===== config.mk =====
export PLATFORM = sky130hd
export DESIGN_NAME = tcs_channel
export DESIGN_NICKNAME = d
export VERILOG_FILES = /design/src/core/tcs_pkg.sv /design/src/core/tcs_channel.sv
export SDC_FILE = /design/constraint.sdc
export NUM_CORES = 1
export LEC_CHECK = 0
export BUFFER_PORTS_ARGS = -buffer_cell sky130_fd_sc_hd__buf_2
export CAP_MARGIN = 40
export CORE_AREA = 2 2 135 104
export DETAILED_ROUTE_END_ITERATION = 8
export DIE_AREA = 0 0 137 106
export HOLD_SLACK_MARGIN = 0.15
export PLACE_DENSITY = 0.78
export SLEW_MARGIN = 25
export SYNTH_ARGS = -nofsm -noshare
export SYNTH_HDL_FRONTEND = slang
export SYNTH_SLANG_ARGS = --single-unit

===== constraint.sdc =====
create_clock -name pclk -period 6.6 [get_ports pclk]
set_input_delay 1.98 -clock pclk [delete_from_list [all_inputs] [get_ports pclk]]
set_output_delay 1.98 -clock pclk [all_outputs]
set_load 0.05 [all_outputs]

===== src/core/tcs_pkg.sv =====
// Purpose: Shared constants and types for the timer channel block.
// Assumes: APB byte addresses, one 32-bit word per register.
// Notes:   Offsets below are the only copy of the register map.

package tcs_pkg;

   // -----------------------------------------------------------------
   // Register byte offsets
   // -----------------------------------------------------------------
   localparam logic [7:0] OFS_CMD     = 8'h00;  // Channel command, write-only.
   localparam logic [7:0] OFS_MODE    = 8'h04;  // Channel mode, read/write.
   localparam logic [7:0] OFS_COUNT   = 8'h10;  // counter_value.
   localparam logic [7:0] OFS_HOLD_A  = 8'h14;  // hold_a_value.
   localparam logic [7:0] OFS_HOLD_B  = 8'h18;  // hold_b_value.
   localparam logic [7:0] OFS_LIMIT_C = 8'h1c;  // limit_c_value.
   localparam logic [7:0] OFS_STATUS  = 8'h20;  // channel_status.
   localparam logic [7:0] OFS_IEN     = 8'h24;  // interrupt_enable.
   localparam logic [7:0] OFS_IDIS    = 8'h28;  // interrupt_disable.
   localparam logic [7:0] OFS_IMASK   = 8'h2c;  // interrupt_mask.

   // -----------------------------------------------------------------
   // Field positions
   // -----------------------------------------------------------------
   localparam int CMD_CLKEN  = 0;   // Start the counter clock.
   localparam int CMD_CLKDIS = 1;   // Stop the counter clock, wins over start.
   localparam int CMD_SWTRG  = 2;   // Software trigger.
   localparam int ST_CLK     = 16;  // clock_on_flag.
   localparam int ST_MA      = 17;  // line_a_mirror.
   localparam int ST_MB      = 18;  // line_b_mirror.

   // Event flags visible in each mode (others read zero).
   localparam logic [7:0] WAVE_VIEW = 8'h9d;
   localparam logic [7:0] CAPT_VIEW = 8'hf3;
   // Writable mode bits; the rest read as zero.
   localparam logic [31:0] MODE_WR_MASK = 32'hffc0_8300;

   // -----------------------------------------------------------------
   // Reset values and codes
   // -----------------------------------------------------------------
   localparam logic [31:0] MODE_RST  = 32'h0000_0000;
   localparam logic [15:0] HOLD_RST  = 16'h0000;
   localparam logic [7:0]  IMASK_RST = 8'h00;
   localparam logic [15:0] COUNT_TOP = 16'hffff;
   localparam logic [1:0]  EFF_NONE  = 2'h0;
   localparam logic [1:0]  EFF_SET   = 2'h1;
   localparam logic [1:0]  EFF_CLR   = 2'h2;
   localparam logic [1:0]  EFF_TGL   = 2'h3;

   // Channel mode word as software sees it.
   typedef struct packed {
      logic [1:0] soft_trigger_effect_line_b;  // Bits 31:30.
      logic [1:0] ext_event_effect_line_b;     // Bits 29:28.
      logic [1:0] limit_c_match_effect_line_b; // Bits 27:26.
      logic [1:0] hold_b_match_effect_line_b;  // Bits 25:24.
      logic [1:0] soft_trigger_effect_line_a;  // Bits 23:22.
      logic [5:0] unused_hi;                   // Bits 21:16.
      logic       wave;                        // Bit 15, waveform mode.
      logic [4:0] unused_mid;                  // Bits 14:10.
      logic [1:0] ext_event_edge;              // Bits 9:8, none/rise/fall/both.
      logic [7:0] unused_lo;                   // Bits 7:0.
   } tcs_mode_type;

endpackage : tcs_pkg


===== src/core/tcs_channel.sv =====
// Purpose: One 16-bit timer channel: counter, holds, status, mask, lines.
// Assumes: APB slave with no wait states; pins arrive asynchronous.
// Notes:   Capture loads hold_a on a rising and hold_b on a falling line_a.

`timescale 1ns/1ps

// Functional notes
// - Soft trigger applies two-bit effect to line_a.
// - hold_b match applies effect to line_b.
// - limit_c match applies effect to line_b.
// - External event applies effect to line_b.
// - Soft trigger applies effect to line_b.
// - Counter register read-only, live 16-bit count.
// - Holds reset zero, writable only in waveform.
// - limit_c read/write in both modes.
// - Overflow flag sticky until status read.
// - Load overrun flag, capture mode only.
// - hold_a/hold_b match flags, waveform only.
// - limit_c match flag in either mode.
// - hold_a/hold_b loaded flags, capture only.
// - External trigger flag sticky until read.
// - Bit 16 shows live clock enable.
// - Bits 17/18 mirror line_a and line_b.
// - Enable register sets mask bits on ones.
// - Disable register clears mask bits on ones.
// - Mask register read-only, resets to zero.
module tcs_channel
   import tcs_pkg::*;
(
   // Clock and reset.
   input  wire logic        pclk,
   input  wire logic        presetn,
   // APB slave.
   input  wire logic        psel,
   input  wire logic        penable,
   input  wire logic        pwrite,
   input  wire logic [7:0]  paddr,
   input  wire logic [31:0] pwdata,
   output logic      [31:0] prdata,
   output logic             pready,
   output logic             pslverr,
   // Timer lines a and b split into level, drive and enable; the event input is level only.
   input  wire logic        line_a_level,
   output logic             line_a_drive,
   output logic             line_a_oe,
   input  wire logic        line_b_level,
   output logic             line_b_drive,
   output logic             line_b_oe,
   input  wire logic        ext_event_level,
   // Channel interrupt.
   output logic             irq
);

   // -----------------------------------------------------------------
   // Helpers
   // -----------------------------------------------------------------

   // Applies a two-bit effect code to the present line level.
   function automatic logic effect(input logic cur, input logic [1:0] code);
      case (code)
         EFF_SET: effect = 1'b1;
         EFF_CLR: effect = 1'b0;
         EFF_TGL: effect = ~cur;
         default: effect = cur;
      endcase
   endfunction : effect

   // True for every offset that the slave answers.
   function automatic logic mapped(input logic [7:0] a);
      case (a)
         OFS_CMD, OFS_MODE, OFS_COUNT, OFS_HOLD_A, OFS_HOLD_B,
         OFS_LIMIT_C, OFS_STATUS, OFS_IEN, OFS_IDIS, OFS_IMASK: mapped = 1'b1;
         default: mapped = 1'b0;
      endcase
   endfunction : mapped

   // -----------------------------------------------------------------
   // State
   // -----------------------------------------------------------------
   logic [1:0]   a_sync_reg, a_sync_next;     // line_a synchroniser.
   logic [1:0]   b_sync_reg, b_sync_next;     // line_b synchroniser.
   logic [1:0]   e_sync_reg, e_sync_next;     // External event synchroniser.
   logic         a_prev_reg, a_prev_next;     // Last synced line_a.
   logic         e_prev_reg, e_prev_next;     // Last synced event line.
   logic [15:0]  count_reg, count_next;       // count_now.
   logic         clock_on_reg, clock_on_next; // Counter clock enabled.
   tcs_mode_type mode_reg, mode_next;         // Channel mode.
   logic [15:0]  hold_a_reg, hold_a_next;     // hold_a.
   logic [15:0]  hold_b_reg, hold_b_next;     // hold_b.
   logic [15:0]  limit_c_reg, limit_c_next;   // limit_c.
   logic         unread_a_reg, unread_a_next; // hold_a loaded, not yet read.
   logic         unread_b_reg, unread_b_next; // hold_b loaded, not yet read.
   logic [7:0]   flags_reg, flags_next;       // Sticky event flags.
   logic [7:0]   imask_reg, imask_next;       // Interrupt mask.
   logic         line_a_reg, line_a_next;     // Driven line_a level.
   logic         line_b_reg, line_b_next;     // Driven line_b level.
   logic [31:0]  rdata_reg, rdata_next;       // Read data, latched in setup.

   // -----------------------------------------------------------------
   // Bus decode and events
   // -----------------------------------------------------------------
   logic       setup_rd;   // Read setup cycle.
   logic       wr;         // Write access that completes this edge.
   logic       rd;         // Read access that completes this edge.
   logic       wave;       // Waveform mode.
   logic       sw_trig;    // Software trigger command.
   logic       ext_ev;     // Selected external event edge.
   logic       load_a;     // hold_a captures the count.
   logic       load_b;     // hold_b captures the count.
   logic       match_a;    // Count equals hold_a while counting.
   logic       match_b;    // Count equals hold_b while counting.
   logic       match_c;    // Count equals limit_c while counting.
   logic       ovf;        // Counter wraps this edge.
   logic       overrun;    // Load onto an unread hold.
   logic [7:0] view;       // Flags visible in the present mode.
   logic [7:0] events;     // Event pulses in flag order.

   // Decodes requests and derives the single-cycle event pulses.
   always_comb begin
      setup_rd = psel & ~penable & ~pwrite;
      wr       = psel & penable & pwrite;
      rd       = psel & penable & ~pwrite;
      wave     = mode_reg.wave;
      sw_trig  = wr && (paddr == OFS_CMD) && pwdata[CMD_SWTRG];
      case (mode_reg.ext_event_edge)
         2'h1:    ext_ev = e_sync_reg[1] & ~e_prev_reg;
         2'h2:    ext_ev = ~e_sync_reg[1] & e_prev_reg;
         2'h3:    ext_ev = e_sync_reg[1] ^ e_prev_reg;
         default: ext_ev = 1'b0;
      endcase
      load_a  = ~wave & a_sync_reg[1] & ~a_prev_reg;
      load_b  = ~wave & ~a_sync_reg[1] & a_prev_reg;
      match_a = wave & clock_on_reg & (count_reg == hold_a_reg);
      match_b = wave & clock_on_reg & (count_reg == hold_b_reg);
      match_c = clock_on_reg & (count_reg == limit_c_reg);
      ovf     = clock_on_reg & (count_reg == COUNT_TOP);
      overrun = (load_a & unread_a_reg) | (load_b & unread_b_reg);
      view    = wave ? WAVE_VIEW : CAPT_VIEW;
      events  = {ext_ev, load_b, load_a, match_c, match_b, match_a, overrun, ovf};
   end

   // -----------------------------------------------------------------
   // Pin synchronisers
   // -----------------------------------------------------------------

   // Two flops per pin; only the second stage feeds any logic.
   always_comb begin
      a_sync_next = {a_sync_reg[0], line_a_level};
      b_sync_next = {b_sync_reg[0], line_b_level};
      e_sync_next = {e_sync_reg[0], ext_event_level};
      a_prev_next = a_sync_reg[1];
      e_prev_next = e_sync_reg[1];
   end

   always_ff @(posedge pclk or negedge presetn) begin
      if (!presetn) begin
         a_sync_reg <= 2'h0;
         b_sync_reg <= 2'h0;
         e_sync_reg <= 2'h0;
         a_prev_reg <= 1'b0;
         e_prev_reg <= 1'b0;
      end else begin
         a_sync_reg <= a_sync_next;
         b_sync_reg <= b_sync_next;
         e_sync_reg <= e_sync_next;
         a_prev_reg <= a_prev_next;
         e_prev_reg <= e_prev_next;
      end
   end

   // -----------------------------------------------------------------
   // Counter
   // -----------------------------------------------------------------

   // Counts every pclk while enabled; a soft trigger restarts from zero.
   always_comb begin
      count_next    = count_reg;
      clock_on_next = clock_on_reg;
      if (wr && (paddr == OFS_CMD)) begin
         if (pwdata[CMD_CLKEN]) begin
            clock_on_next = 1'b1;
         end
         // Disable wins so a command with both bits leaves it stopped.
         if (pwdata[CMD_CLKDIS]) begin
            clock_on_next = 1'b0;
         end
      end
      if (sw_trig) begin
         count_next = 16'h0000;
      end else if (clock_on_reg) begin
         count_next = 16'(count_reg + 16'h0001);
      end
   end

   always_ff @(posedge pclk or negedge presetn) begin
      if (!presetn) begin
         count_reg    <= HOLD_RST;
         clock_on_reg <= 1'b0;
      end else begin
         count_reg    <= count_next;
         clock_on_reg <= clock_on_next;
      end
   end

   // -----------------------------------------------------------------
   // Software registers
   // -----------------------------------------------------------------

   // Mode, holds, limit and mask; writes land at the access edge.
   always_comb begin
      mode_next     = mode_reg;
      hold_a_next   = hold_a_reg;
      hold_b_next   = hold_b_reg;
      limit_c_next  = limit_c_reg;
      imask_next    = imask_reg;
      unread_a_next = unread_a_reg;
      unread_b_next = unread_b_reg;
      if (wr) begin
         case (paddr)
            OFS_MODE:    mode_next = tcs_mode_type'(pwdata & MODE_WR_MASK);
            OFS_LIMIT_C: limit_c_next = pwdata[15:0];
            OFS_IEN:     imask_next = imask_reg | pwdata[7:0];
            OFS_IDIS:    imask_next = imask_reg & ~pwdata[7:0];
            default:     mode_next = mode_reg;
         endcase
      end
      // Software may only write the holds in waveform mode.
      if (wr && wave && (paddr == OFS_HOLD_A)) begin
         hold_a_next = pwdata[15:0];
      end
      if (wr && wave && (paddr == OFS_HOLD_B)) begin
         hold_b_next = pwdata[15:0];
      end
      // A read clears the unread mark, but a load in the same cycle wins.
      if (rd && (paddr == OFS_HOLD_A)) begin
         unread_a_next = 1'b0;
      end
      if (rd && (paddr == OFS_HOLD_B)) begin
         unread_b_next = 1'b0;
      end
      if (load_a) begin
         hold_a_next   = count_reg;
         unread_a_next = 1'b1;
      end
      if (load_b) begin
         hold_b_next   = count_reg;
         unread_b_next = 1'b1;
      end
   end

   always_ff @(posedge pclk or negedge presetn) begin
      if (!presetn) begin
         mode_reg     <= tcs_mode_type'(MODE_RST);
         hold_a_reg   <= HOLD_RST;
         hold_b_reg   <= HOLD_RST;
         limit_c_reg  <= HOLD_RST;
         imask_reg    <= IMASK_RST;
         unread_a_reg <= 1'b0;
         unread_b_reg <= 1'b0;
      end else begin
         mode_reg     <= mode_next;
         hold_a_reg   <= hold_a_next;
         hold_b_reg   <= hold_b_next;
         limit_c_reg  <= limit_c_next;
         imask_reg    <= imask_next;
         unread_a_reg <= unread_a_next;
         unread_b_reg <= unread_b_next;
      end
   end

   // -----------------------------------------------------------------
   // Status flags
   // -----------------------------------------------------------------

   // A status read clears only what it reported plus hidden bits, so an
   // event between setup and access edges is kept; a new event wins.
   always_comb begin
      flags_next = flags_reg;
      if (rd && (paddr == OFS_STATUS)) begin
         flags_next = flags_reg & ~(rdata_reg[7:0] | ~view);
      end
      flags_next = flags_next | events;
   end

   always_ff @(posedge pclk or negedge presetn) begin
      if (!presetn) begin
         flags_reg <= 8'h00;
      end else begin
         flags_reg <= flags_next;
      end
   end

   // -----------------------------------------------------------------
   // Waveform lines
   // -----------------------------------------------------------------

   // When several line_b events coincide, only the highest one acts:
   // soft trigger, then external event, then limit_c, then hold_b.
   always_comb begin
      line_a_next = line_a_reg;
      line_b_next = line_b_reg;
      if (wave) begin
         if (sw_trig) begin
            line_a_next = effect(line_a_reg, mode_reg.soft_trigger_effect_line_a);
            line_b_next = effect(line_b_reg, mode_reg.soft_trigger_effect_line_b);
         end else if (ext_ev) begin
            line_b_next = effect(line_b_reg, mode_reg.ext_event_effect_line_b);
         end else if (match_c) begin
            line_b_next = effect(line_b_reg, mode_reg.limit_c_match_effect_line_b);
         end else if (match_b) begin
            line_b_next = effect(line_b_reg, mode_reg.hold_b_match_effect_line_b);
         end
      end
   end

   always_ff @(posedge pclk or negedge presetn) begin
      if (!presetn) begin
         line_a_reg <= 1'b0;
         line_b_reg <= 1'b0;
      end else begin
         line_a_reg <= line_a_next;
         line_b_reg <= line_b_next;
      end
   end

   // -----------------------------------------------------------------
   // Read data
   // -----------------------------------------------------------------

   // Read data is latched in the setup cycle and held through access.
   always_comb begin
      rdata_next = rdata_reg;
      if (setup_rd) begin
         rdata_next = 32'h0000_0000;
         case (paddr)
            OFS_MODE:    rdata_next = mode_reg;
            OFS_COUNT:   rdata_next[15:0] = count_reg;
            OFS_HOLD_A:  rdata_next[15:0] = hold_a_reg;
            OFS_HOLD_B:  rdata_next[15:0] = hold_b_reg;
            OFS_LIMIT_C: rdata_next[15:0] = limit_c_reg;
            OFS_IMASK:   rdata_next[7:0] = imask_reg;
            OFS_STATUS: begin
               rdata_next[7:0]   = flags_reg & view;
               rdata_next[ST_CLK] = clock_on_reg;
               rdata_next[ST_MA] = wave ? line_a_reg : a_sync_reg[1];
               rdata_next[ST_MB] = wave ? line_b_reg : b_sync_reg[1];
            end
            default:     rdata_next = 32'h0000_0000;
         endcase
      end
   end

   always_ff @(posedge pclk or negedge presetn) begin
      if (!presetn) begin
         rdata_reg <= 32'h0000_0000;
      end else begin
         rdata_reg <= rdata_next;
      end
   end

   // -----------------------------------------------------------------
   // Outputs
   // -----------------------------------------------------------------
   assign prdata       = rdata_reg;
   assign pready       = 1'b1;
   assign pslverr      = psel & penable & ~mapped(paddr);
   assign line_a_drive = line_a_reg;
   assign line_b_drive = line_b_reg;
   assign line_a_oe    = wave;
   assign line_b_oe    = wave;
   assign irq          = |(flags_reg & view & imask_reg);
endmodule : tcs_channel


==> impl_metrics.prom, run 1 <==
# TYPE chip_impl_metric gauge
chip_impl_info{name="run_status",value="completed"} 1
chip_impl_metric{name="worst_skew_pair.late_latency",unit="ps"} 420
chip_impl_metric{name="number_of_buffers_and_inverters_on_the_critical_path",unit=""} 2
chip_impl_metric{name="power_frac_comb",unit="%"} 19.0
chip_impl_metric{name="worst_setup_hold_path_clk_slew",unit="ps"} 60
chip_impl_metric{name="final_min_period_over_clock_period",unit="%"} 75.3
chip_impl_metric{name="syn_area_per_cell",unit="um^2"} 10.4
chip_impl_info{name="timing.critical_path.slowest_stage_cell",value="sky130_fd_sc_hd__nand2_1"} 1
chip_impl_metric{name="use_met3",unit="%"} 7.20
chip_impl_metric{name="number_of_buffers_inserted_during_clock_tree_synthesis",unit=""} 17
chip_impl_metric{name="number_of_flops_mapped_to_enable_cells_by_yosys",unit=""} 0
chip_impl_metric{name="regArea",unit="um^2"} 3380
chip_impl_info{name="critical_path.endpoint_type",value="primary output"} 1
chip_impl_metric{name="arrival_time_reported_for_the_critical_path_endpoint",unit="ps"} 2990
chip_impl_metric{name="worst_slew_margin_rel",unit="%"} 45.2
chip_impl_metric{name="preCtsSetupSlack",unit="ps"} 1660
chip_impl_metric{name="cts-resized-gates",unit=""} 0
chip_impl_metric{name="dpl.hpwl",unit="mm"} 13.9
chip_impl_metric{name="internal_power",unit="uW"} 1670
chip_impl_info{name="timing.critical_path.from_type",value="input pin"} 1
chip_impl_metric{name="worst_max_slew_pin_slew",unit="ps"} 818
chip_impl_metric{name="floorplan.rows",unit=""} 37
chip_impl_info{name="leading_register_cell_type_out_of_synthesis",value="sky130_fd_sc_hd__dfrtp_1"} 1
chip_impl_info{name="clock_tree_from_tritoncts",value="yes"} 1
chip_impl_metric{name="netlist_instances",unit=""} 696
chip_impl_metric{name="grt-ovfl-total",unit=""} 0
chip_impl_metric{name="powerDensity",unit="nW/um^2"} 302
chip_impl_metric{name="grtUsageMet1",unit="%"} 42.1
chip_impl_metric{name="antenna_cells",unit=""} 0
chip_impl_metric{name="fin_worst_hold_slack",unit="ps"} 346
chip_impl_metric{name="switching_share",unit="%"} 33.2
chip_impl_metric{name="ys.warnings.count",unit=""} 0
chip_impl_metric{name="timing.clock.skew",unit="ps"} 6.45
chip_impl_metric{name="clock_sink_count",unit=""} 135
chip_impl_metric{name="route.antenna.remaining_nets",unit=""} 0
chip_impl_metric{name="layout.cells.non_filler",unit=""} 939
chip_impl_metric{name="dpl.cell_count",unit=""} 906
chip_impl_info{name="setup_repair_after_global_routing_missed_its_margin",value="no"} 1
chip_impl_metric{name="first_pass_grt_wire_length",unit="mm"} 31.8
chip_impl_metric{name="drt-total-wl",unit="mm"} 20.1
chip_impl_metric{name="post-route-worst-setup-slack",unit="ps"} 1630
chip_impl_metric{name="drt-vias-per-instance",unit=""} 6.17
chip_impl_metric{name="fin_tns_setup",unit="ps"} 0
chip_impl_metric{name="finalWorstPathRequiredPeriod",unit="ps"} 4970
chip_impl_metric{name="cts-htree-levels",unit=""} 4
chip_impl_metric{name="use_met2",unit="%"} 43.5
chip_impl_metric{name="timing.max_cap.violations",unit=""} 0
chip_impl_metric{name="via_count_of_the_first_global_routing_pass",unit=""} 5699
chip_impl_metric{name="achievable-frequency",unit="MHz"} 201
chip_impl_metric{name="irDropWorstVdd",unit="uV"} 245
chip_impl_metric{name="switching_power",unit="uW"} 828
chip_impl_metric{name="cts_hold_buf",unit=""} 0
chip_impl_metric{name="synth.distinct_cells",unit=""} 60
chip_impl_metric{name="starting_density_of_the_core",unit="%"} 54.2
chip_impl_metric{name="clk_path_buf_depth",unit=""} 2
chip_impl_metric{name="layout_cell_share_with_drive_strength_beyond_1",unit="%"} 23.6
chip_impl_metric{name="num-nets-final",unit=""} 810
chip_impl_metric{name="global_route.usage.total",unit="%"} 29.0
chip_impl_metric{name="seq_power_share",unit="%"} 43.1
chip_impl_metric{name="fp.dieW",unit="um"} 137
chip_impl_metric{name="worst-path-max-fanout",unit=""} 5
chip_impl_metric{name="hold_viol_final",unit=""} 0
chip_impl_metric{name="clock_power_share",unit="%"} 37.9
chip_impl_metric{name="timing.final.max_slew_violations",unit=""} 0
chip_impl_metric{name="synth_area",unit="um^2"} 7230
chip_impl_info{name="timing.critical_path.cells",value="buf_2 -> nor2_1 -> nand2_1 -> a21oi_1 -> a21oi_1 -> buf_2"} 1
chip_impl_metric{name="via_total_after_detailed_routing",unit=""} 5792
chip_impl_metric{name="grt_start_max_net_pins",unit=""} 86
chip_impl_metric{name="dr.first_iter.drc_count",unit=""} 562
chip_impl_metric{name="synth_sequential_area_ratio",unit="%"} 46.8
chip_impl_metric{name="floorplan.core_area",unit="um^2"} 13300
chip_impl_metric{name="remaining_drc_errors",unit=""} 0
chip_impl_info{name="global_route.peak_usage_layer",value="met2"} 1
chip_impl_metric{name="ys_ff_latch",unit=""} 135
chip_impl_info{name="clockRootBuffer",value="sky130_fd_sc_hd__clkbuf_16"} 1
chip_impl_metric{name="layout.filler_cells",unit=""} 1078
chip_impl_metric{name="die-area",unit="um^2"} 14500
chip_impl_metric{name="synthToLayoutAreaGrowth",unit="%"} 14.6
chip_impl_metric{name="setup_viol",unit=""} 0
chip_impl_metric{name="postSynth.asyncResetShare",unit="%"} 100
chip_impl_metric{name="post_cts_buffers",unit=""} 0
chip_impl_metric{name="wl_per_cell",unit="um"} 21.4
chip_impl_metric{name="area_of_the_multi_input_gates",unit="um^2"} 3530
chip_impl_metric{name="worstPathRequired",unit="ps"} 4620
chip_impl_metric{name="static-leakage-power",unit="uW"} 0.00365
chip_impl_metric{name="die_h",unit="um"} 106
chip_impl_metric{name="place.gp.congestion",unit=""} 0.942
chip_impl_metric{name="largest_register_ffs",unit=""} 29
chip_impl_metric{name="crit_path_max_incr_delay",unit="ps"} 220
chip_impl_info{name="worst_path_dominant_cell_family",value="simple AND/OR/NAND/NOR gates"} 1
chip_impl_metric{name="dr.pass1.iters",unit=""} 7
chip_impl_info{name="critPathKind",value="input pin to primary output"} 1
chip_impl_metric{name="place.port_buffers",unit=""} 76
chip_impl_info{name="timing.hold.worst.class",value="flip-flop to flip-flop"} 1
chip_impl_metric{name="grt_antenna_before_repair",unit=""} 0
chip_impl_metric{name="io-pin-count",unit=""} 87
[area by class of cell]
type	count	area share [%]
multi-input combinational	495	42.6
tap	175	2.65
inverter	14	0.635
timing repair buffer	88	6.18
sequential	135	40.8
clock buffer	18	5.31
clock inverter	14	1.83
[stage by stage]
stage | total power (uW) | instance area (um^2) | util [%]
5_1_grt | 2610 | 8280 | 62.1
2_1_floorplan | 1430 | 7230 | -
6_report | 2500 | 8280 | 62.1
4_1_cts | 2500 | 8250 | 61.9
3_5_place_dp | 1550 | 7660 | 57.5
3_3_place_gp | 1530 | 7630 | 57.2
[placed cells by master (no fill, tap or decap), types with 4 or more instances in the layout]
cell type	netlist	routed
sky130_fd_sc_hd__and2_1	4	4
sky130_fd_sc_hd__nor2_1	61	60
sky130_fd_sc_hd__buf_2	17	75
sky130_fd_sc_hd__nor4_1	7	7
sky130_fd_sc_hd__clkinv_4	0	5
sky130_fd_sc_hd__a22oi_1	6	6
sky130_fd_sc_hd__dfrtp_1	135	135
sky130_fd_sc_hd__xnor2_2	5	5
sky130_fd_sc_hd__ha_1	11	11
sky130_fd_sc_hd__and3_1	9	9
sky130_fd_sc_hd__conb_1	2	4
sky130_fd_sc_hd__xor2_1	28	28
sky130_fd_sc_hd__a31oi_1	19	18
sky130_fd_sc_hd__inv_1	13	13
sky130_fd_sc_hd__clkbuf_16	0	17
sky130_fd_sc_hd__a21o_1	4	4
sky130_fd_sc_hd__nor2b_1	6	6
sky130_fd_sc_hd__nand2b_1	5	5
sky130_fd_sc_hd__a222oi_1	22	22
sky130_fd_sc_hd__nor3_1	4	4
sky130_fd_sc_hd__xnor2_1	23	23
sky130_fd_sc_hd__mux2i_1	37	37
sky130_fd_sc_hd__a21oi_1	22	22
sky130_fd_sc_hd__buf_4	7	9
sky130_fd_sc_hd__o21ai_0	24	24
sky130_fd_sc_hd__nand3_1	20	20
sky130_fd_sc_hd__nand4_1	12	12
sky130_fd_sc_hd__nand2_1	79	79
sky130_fd_sc_hd__mux2_2	38	38
[per-layer routing]
| layer | wire [um] | vias up |
|---|---|---|
| li1 | - | 2581 |
| met1 | 8890 | 2927 |
| met2 | 9150 | 253 |
| met3 | 1790 | 31 |
| met4 | 280 | 0 |
| met5 | 0 | - |
[power by group through the flow]
stage / clock network, uW / registers, uW / logic, uW
after CTS: 953 / 1070 / 473
after floorplan: 0 / 1030 / 399
after global placement: 0 / 1080 / 455
after global routing: 998 / 1090 / 518
final: 947 / 1080 / 474
after detailed placement: 0 / 1090 / 469
[worst reg2reg max path, stage by stage, from the launching register on]
cell and delay (ps):
sky130_fd_sc_hd__dfrtp_1 580, sky130_fd_sc_hd__xnor2_2 160, sky130_fd_sc_hd__o221ai_1 130, sky130_fd_sc_hd__or4_1 550
sky130_fd_sc_hd__nand4bb_1 270, sky130_fd_sc_hd__a211oi_1 320, sky130_fd_sc_hd__mux2_1 350
[Yosys cell counts, drive strengths merged, types with 3 or more instances]
cell type	count	area, um^2
dfrtp	135	3380
nand2	79	297
nor2	61	229
mux2	39	439
mux2i	37	370
buf	33	216
xnor2	29	310
xor2	28	245
o21ai	24	120
a21oi	22	110
a222oi	22	220
clkbuf	21	78.8
nand3	20	100
a31oi	19	119
inv	14	52.6
nand4	12	75.1
ha	11	138
and3	9	56.3
nor4	8	65.1
nor3	7	50.1
a22oi	6	45.0
nor2b	6	37.5
nand2b	5	31.3
a21o	4	30.0
and2	4	25.0
and4	3	26.3
o31ai	3	22.5
[final timing paths]
check	cells past startpoint	slack, ps	to	from
worst max-delay path	6	1630	pslverr	paddr[7]
worst min register to register	0	350	b_sync_reg[1]	b_sync_reg[0]
worst max register to register	6	4120	line_b_drive	count_reg[2]
max in group asynchronous	3	3950	flags_reg[5]	presetn
min in group asynchronous	1	1350	unread_b_reg	presetn
worst min-delay path	0	350	b_sync_reg[1]	b_sync_reg[0]
[logic make-up (layout without fill, tap and decap cells)]
| logic type | after synthesis | count (layout) | share of synthesized area (%) |
|---|---|---|---|
| flip-flops | 135 | 135 | 46.8 |
| XOR/XNOR | 57 | 57 | 7.69 |
| adder cells (fa/ha/maj) | 11 | 11 | 1.90 |
| buffers and inverters | 68 | 134 | 4.81 |
| AO/OA/AOI/OAI | 116 | 116 | 11.1 |
| AND/OR/NAND/NOR | 229 | 229 | 15.8 |
| other | 2 | 4 | 0.104 |
| multiplexers | 78 | 78 | 11.8 |
Note: power is estimated with default switching activity, not from simulation.
==> run 2, diff against run 1 <==
ABC_AREA = 1   (was not set)
CORE_AREA = 2 2 140 108   (was 2 2 135 104)
DIE_AREA = 0 0 142 110   (was 0 0 137 106)
PLACE_DENSITY = 0.77   (was 0.78)
clock period = 4 ns   (was 6.6 ns; I/O delays follow)
==> run 2 against run 1 <==
Global-route usage shrank 0.46 points. Clock skew increased by 2.8 ps. Utilization shrank 1.9 points. Worst setup slack got worse by 1300 ps. Critical path depth up 2. Final area is 3.3% higher. Largest cell class is now registers. Combinational power up 56%. Die area increased by 7.6%.
==> impl_metrics.prom, run 2 <==
# TYPE chip_impl_metric gauge
chip_impl_metric{name="timing.clock.skew",unit="ps"} 9.22
chip_impl_metric{name="synth_area",unit="um^2"} 7390
chip_impl_metric{name="layout_cell_share_with_drive_strength_beyond_1",unit="%"} 14.4
chip_impl_metric{name="die_h",unit="um"} 110
chip_impl_metric{name="floorplan.rows",unit=""} 38
chip_impl_metric{name="worstPathRequired",unit="ps"} 2800
chip_impl_metric{name="cts-resized-gates",unit=""} 0
chip_impl_metric{name="starting_density_of_the_core",unit="%"} 52.0
chip_impl_metric{name="arrival_time_reported_for_the_critical_path_endpoint",unit="ps"} 2510
chip_impl_info{name="timing.hold.worst.class",value="flip-flop to flip-flop"} 1
chip_impl_metric{name="global_route.usage.total",unit="%"} 28.6
chip_impl_metric{name="worst_slew_margin_rel",unit="%"} 52.9
chip_impl_metric{name="largest_register_ffs",unit=""} 29
chip_impl_metric{name="place.port_buffers",unit=""} 76
chip_impl_metric{name="achievable-frequency",unit="MHz"} 270
chip_impl_info{name="critPathKind",value="input pin to primary output"} 1
chip_impl_info{name="final_common_cell",value="sky130_fd_sc_hd__nand2_1"} 1
chip_impl_metric{name="cts-htree-levels",unit=""} 4
chip_impl_metric{name="dr.first_iter.drc_count",unit=""} 773
chip_impl_metric{name="synth.distinct_cells",unit=""} 48
chip_impl_metric{name="preCtsSetupSlack",unit="ps"} 319
chip_impl_metric{name="worst_skew_pair.late_latency",unit="ps"} 430
chip_impl_metric{name="number_of_buffers_inserted_during_clock_tree_synthesis",unit=""} 17
chip_impl_info{name="run_status",value="completed"} 1
chip_impl_info{name="timing.critical_path.cells",value="buf_2 -> nor2_2 -> nand2_1 -> nor2_2 -> nand2_1 -> nand4_1 -> nor4_4 -> buf_2"} 1
chip_impl_info{name="clockRootBuffer",value="sky130_fd_sc_hd__clkbuf_16"} 1
chip_impl_info{name="final_cell_mix",value="sky130_fd_sc_hd__nand2_1, sky130_fd_sc_hd__dfrtp_1, sky130_fd_sc_hd__inv_1, sky130_fd_sc_hd__buf_2, sky130_fd_sc_hd__o21ai_0"} 1
chip_impl_metric{name="worst-path-max-fanout",unit=""} 7
chip_impl_metric{name="ys.warnings.count",unit=""} 0
chip_impl_metric{name="grt-ovfl-total",unit=""} 0
chip_impl_metric{name="remaining_drc_errors",unit=""} 0
chip_impl_metric{name="synthToLayoutAreaGrowth",unit="%"} 15.7
chip_impl_metric{name="number_of_flops_mapped_to_enable_cells_by_yosys",unit=""} 0
chip_impl_metric{name="crit_path_max_incr_delay",unit="ps"} 250
chip_impl_info{name="library_cell_with_the_highest_instance_count_after_synthesis",value="sky130_fd_sc_hd__nand2_1"} 1
chip_impl_metric{name="die-area",unit="um^2"} 15600
chip_impl_metric{name="antenna_cells",unit=""} 0
chip_impl_info{name="clock_tree_from_tritoncts",value="yes"} 1
chip_impl_info{name="timing.critical_path.from_type",value="input pin"} 1
chip_impl_metric{name="finalWorstPathRequiredPeriod",unit="ps"} 3710
chip_impl_info{name="yosysTopAreaCell",value="sky130_fd_sc_hd__dfrtp_1"} 1
chip_impl_metric{name="via_count_of_the_first_global_routing_pass",unit=""} 6431
chip_impl_metric{name="synth_sequential_area_ratio",unit="%"} 45.7
chip_impl_metric{name="wl_per_cell",unit="um"} 17.5
chip_impl_metric{name="drt-total-wl",unit="mm"} 21.3
chip_impl_metric{name="clock_sink_count",unit=""} 135
chip_impl_metric{name="first_pass_grt_wire_length",unit="mm"} 34.1
chip_impl_metric{name="post-route-worst-setup-slack",unit="ps"} 292
chip_impl_metric{name="netlist_instances",unit=""} 959
chip_impl_metric{name="irDropWorstVdd",unit="uV"} 392
chip_impl_metric{name="hold_viol_final",unit=""} 0
chip_impl_metric{name="clk_path_buf_depth",unit=""} 2
chip_impl_info{name="top_cell_types_by_occurrence_after_synthesis",value="sky130_fd_sc_hd__nand2_1, sky130_fd_sc_hd__dfrtp_1, sky130_fd_sc_hd__inv_1"} 1
chip_impl_metric{name="ys_ff_latch",unit=""} 135
chip_impl_metric{name="postSynth.asyncResetShare",unit="%"} 100
chip_impl_metric{name="setup_viol",unit=""} 0
chip_impl_metric{name="via_total_after_detailed_routing",unit=""} 6976
chip_impl_metric{name="drt-vias-per-instance",unit=""} 5.73
chip_impl_info{name="critical_path.endpoint_type",value="primary output"} 1
chip_impl_info{name="timing.critical_path.slowest_stage_cell",value="sky130_fd_sc_hd__nor2_2"} 1
chip_impl_metric{name="timing.max_cap.violations",unit=""} 0
chip_impl_metric{name="powerDensity",unit="nW/um^2"} 468
chip_impl_metric{name="static-leakage-power",unit="uW"} 0.00424
chip_impl_metric{name="synthDominantCellAreaShare",unit="%"} 45.7
chip_impl_metric{name="post_cts_buffers",unit=""} 0
chip_impl_metric{name="worst_max_slew_pin_slew",unit="ps"} 705
chip_impl_metric{name="route.antenna.remaining_nets",unit=""} 0
chip_impl_metric{name="floorplan.core_area",unit="um^2"} 14200
chip_impl_metric{name="num-nets-final",unit=""} 1083
chip_impl_info{name="leading_register_cell_type_out_of_synthesis",value="sky130_fd_sc_hd__dfrtp_1"} 1
chip_impl_metric{name="worst_setup_hold_path_clk_slew",unit="ps"} 60
chip_impl_metric{name="syn_area_per_cell",unit="um^2"} 7.71
chip_impl_metric{name="fin_tns_setup",unit="ps"} 0
chip_impl_metric{name="io-pin-count",unit=""} 87
chip_impl_metric{name="timing.final.max_slew_violations",unit=""} 0
chip_impl_metric{name="grt_antenna_before_repair",unit=""} 0
chip_impl_metric{name="cts_hold_buf",unit=""} 0
chip_impl_metric{name="grt_start_max_net_pins",unit=""} 57
chip_impl_metric{name="final_min_period_over_clock_period",unit="%"} 92.7
chip_impl_metric{name="place.gp.congestion",unit=""} 0.914
chip_impl_info{name="setup_repair_after_global_routing_missed_its_margin",value="no"} 1
chip_impl_info{name="synth_top_cells_by_area",value="sky130_fd_sc_hd__dfrtp_1, sky130_fd_sc_hd__nand2_1, sky130_fd_sc_hd__inv_1"} 1
chip_impl_metric{name="dr.pass1.iters",unit=""} 5
chip_impl_metric{name="fp.dieW",unit="um"} 142
chip_impl_metric{name="dpl.hpwl",unit="mm"} 14.7
-- run 2: cell count changes after synthesis, moves of 23 or more --
cell                      previous run  this run
sky130_fd_sc_hd__mux2_2             38         0
sky130_fd_sc_hd__o21ai_1             0        29
sky130_fd_sc_hd__o21ai_0            24        71
sky130_fd_sc_hd__inv_1              13       128
sky130_fd_sc_hd__mux2i_1            37         0
sky130_fd_sc_hd__nand2_1            79       241
sky130_fd_sc_hd__o22ai_1             1        36
sky130_fd_sc_hd__xor2_1             28         5
-- run 2: final timing paths --
check	start	end	slack, ps	cells past startpoint
setup / recovery	paddr[7]	pslverr	290	8
hold / removal	a_sync_reg[0]	a_sync_reg[1]	350	0
setup reg to reg	line_a_oe	hold_a_reg[4]	1660	7
hold reg to reg	a_sync_reg[0]	a_sync_reg[1]	350	0
max in group asynchronous	presetn	flags_reg[5]	2520	2
min in group asynchronous	presetn	limit_c_reg[1]	720	1
-- run 2: critical path, delay by kind of cell --
kind / cells / cell delay (ps)
simple gates: 6 / 990
buf+inv: 2 / 320
-- run 2: metrics by stage --
step / util (%) / total power [uW] / instance area (um^2) / cells / hold slack [ps]
detailed placement: 55.6 / 2350 / 7910 / 1183 / 346
global route: 60.2 / 4180 / 8550 / 1217 / 362
CTS: 60.0 / 3990 / 8530 / 1215 / 359
global placement: 55.6 / 2340 / 7910 / 1183 / 332
floorplan: - / 2140 / 7420 / 961 / 331
finish: 60.2 / 4000 / 8550 / 1217 / 354
-- run 2: cell type report --
class	instances	area, um^2
clock buffers	17	425
clock inverters	15	194
fillers	1243	5660
inverters	135	507
multi-input cells	642	3280
flip-flops and latches	135	3380
well taps	180	225
repair buffers	93	538
-- run 2: metal layers --
| metal | track usage (%) | vias up | wire, um |
|---|---|---|---|
| li1 | - | 3277 | - |
| met1 | 41.0 | 3282 | 9590 |
| met2 | 42.1 | 373 | 9190 |
| met3 | 7.60 | 44 | 2190 |
| met4 | 10.2 | 0 | 382 |
| met5 | 0 | - | 0 |
-- run 2: report_power, final --
| part | switching (uW) | internal, uW |
|---|---|---|
| registers | 130 | 1480 |
| logic | 503 | 237 |
| clock network | 658 | 994 |
-- run 2: logic make-up (layout without fill, tap and decap cells) --
logic type,count (synthesis),count (layout),share of synthesized area (%)
AOI/OAI and AO/OA,230,230,18.7
xor gates and xnor gates,10,10,1.18
adders and majority gates,11,11,1.86
buffers and inverters,184,260,10.2
DFF,135,135,45.7
other,2,4,0.102
and+or+nand+nor,387,387,22.3
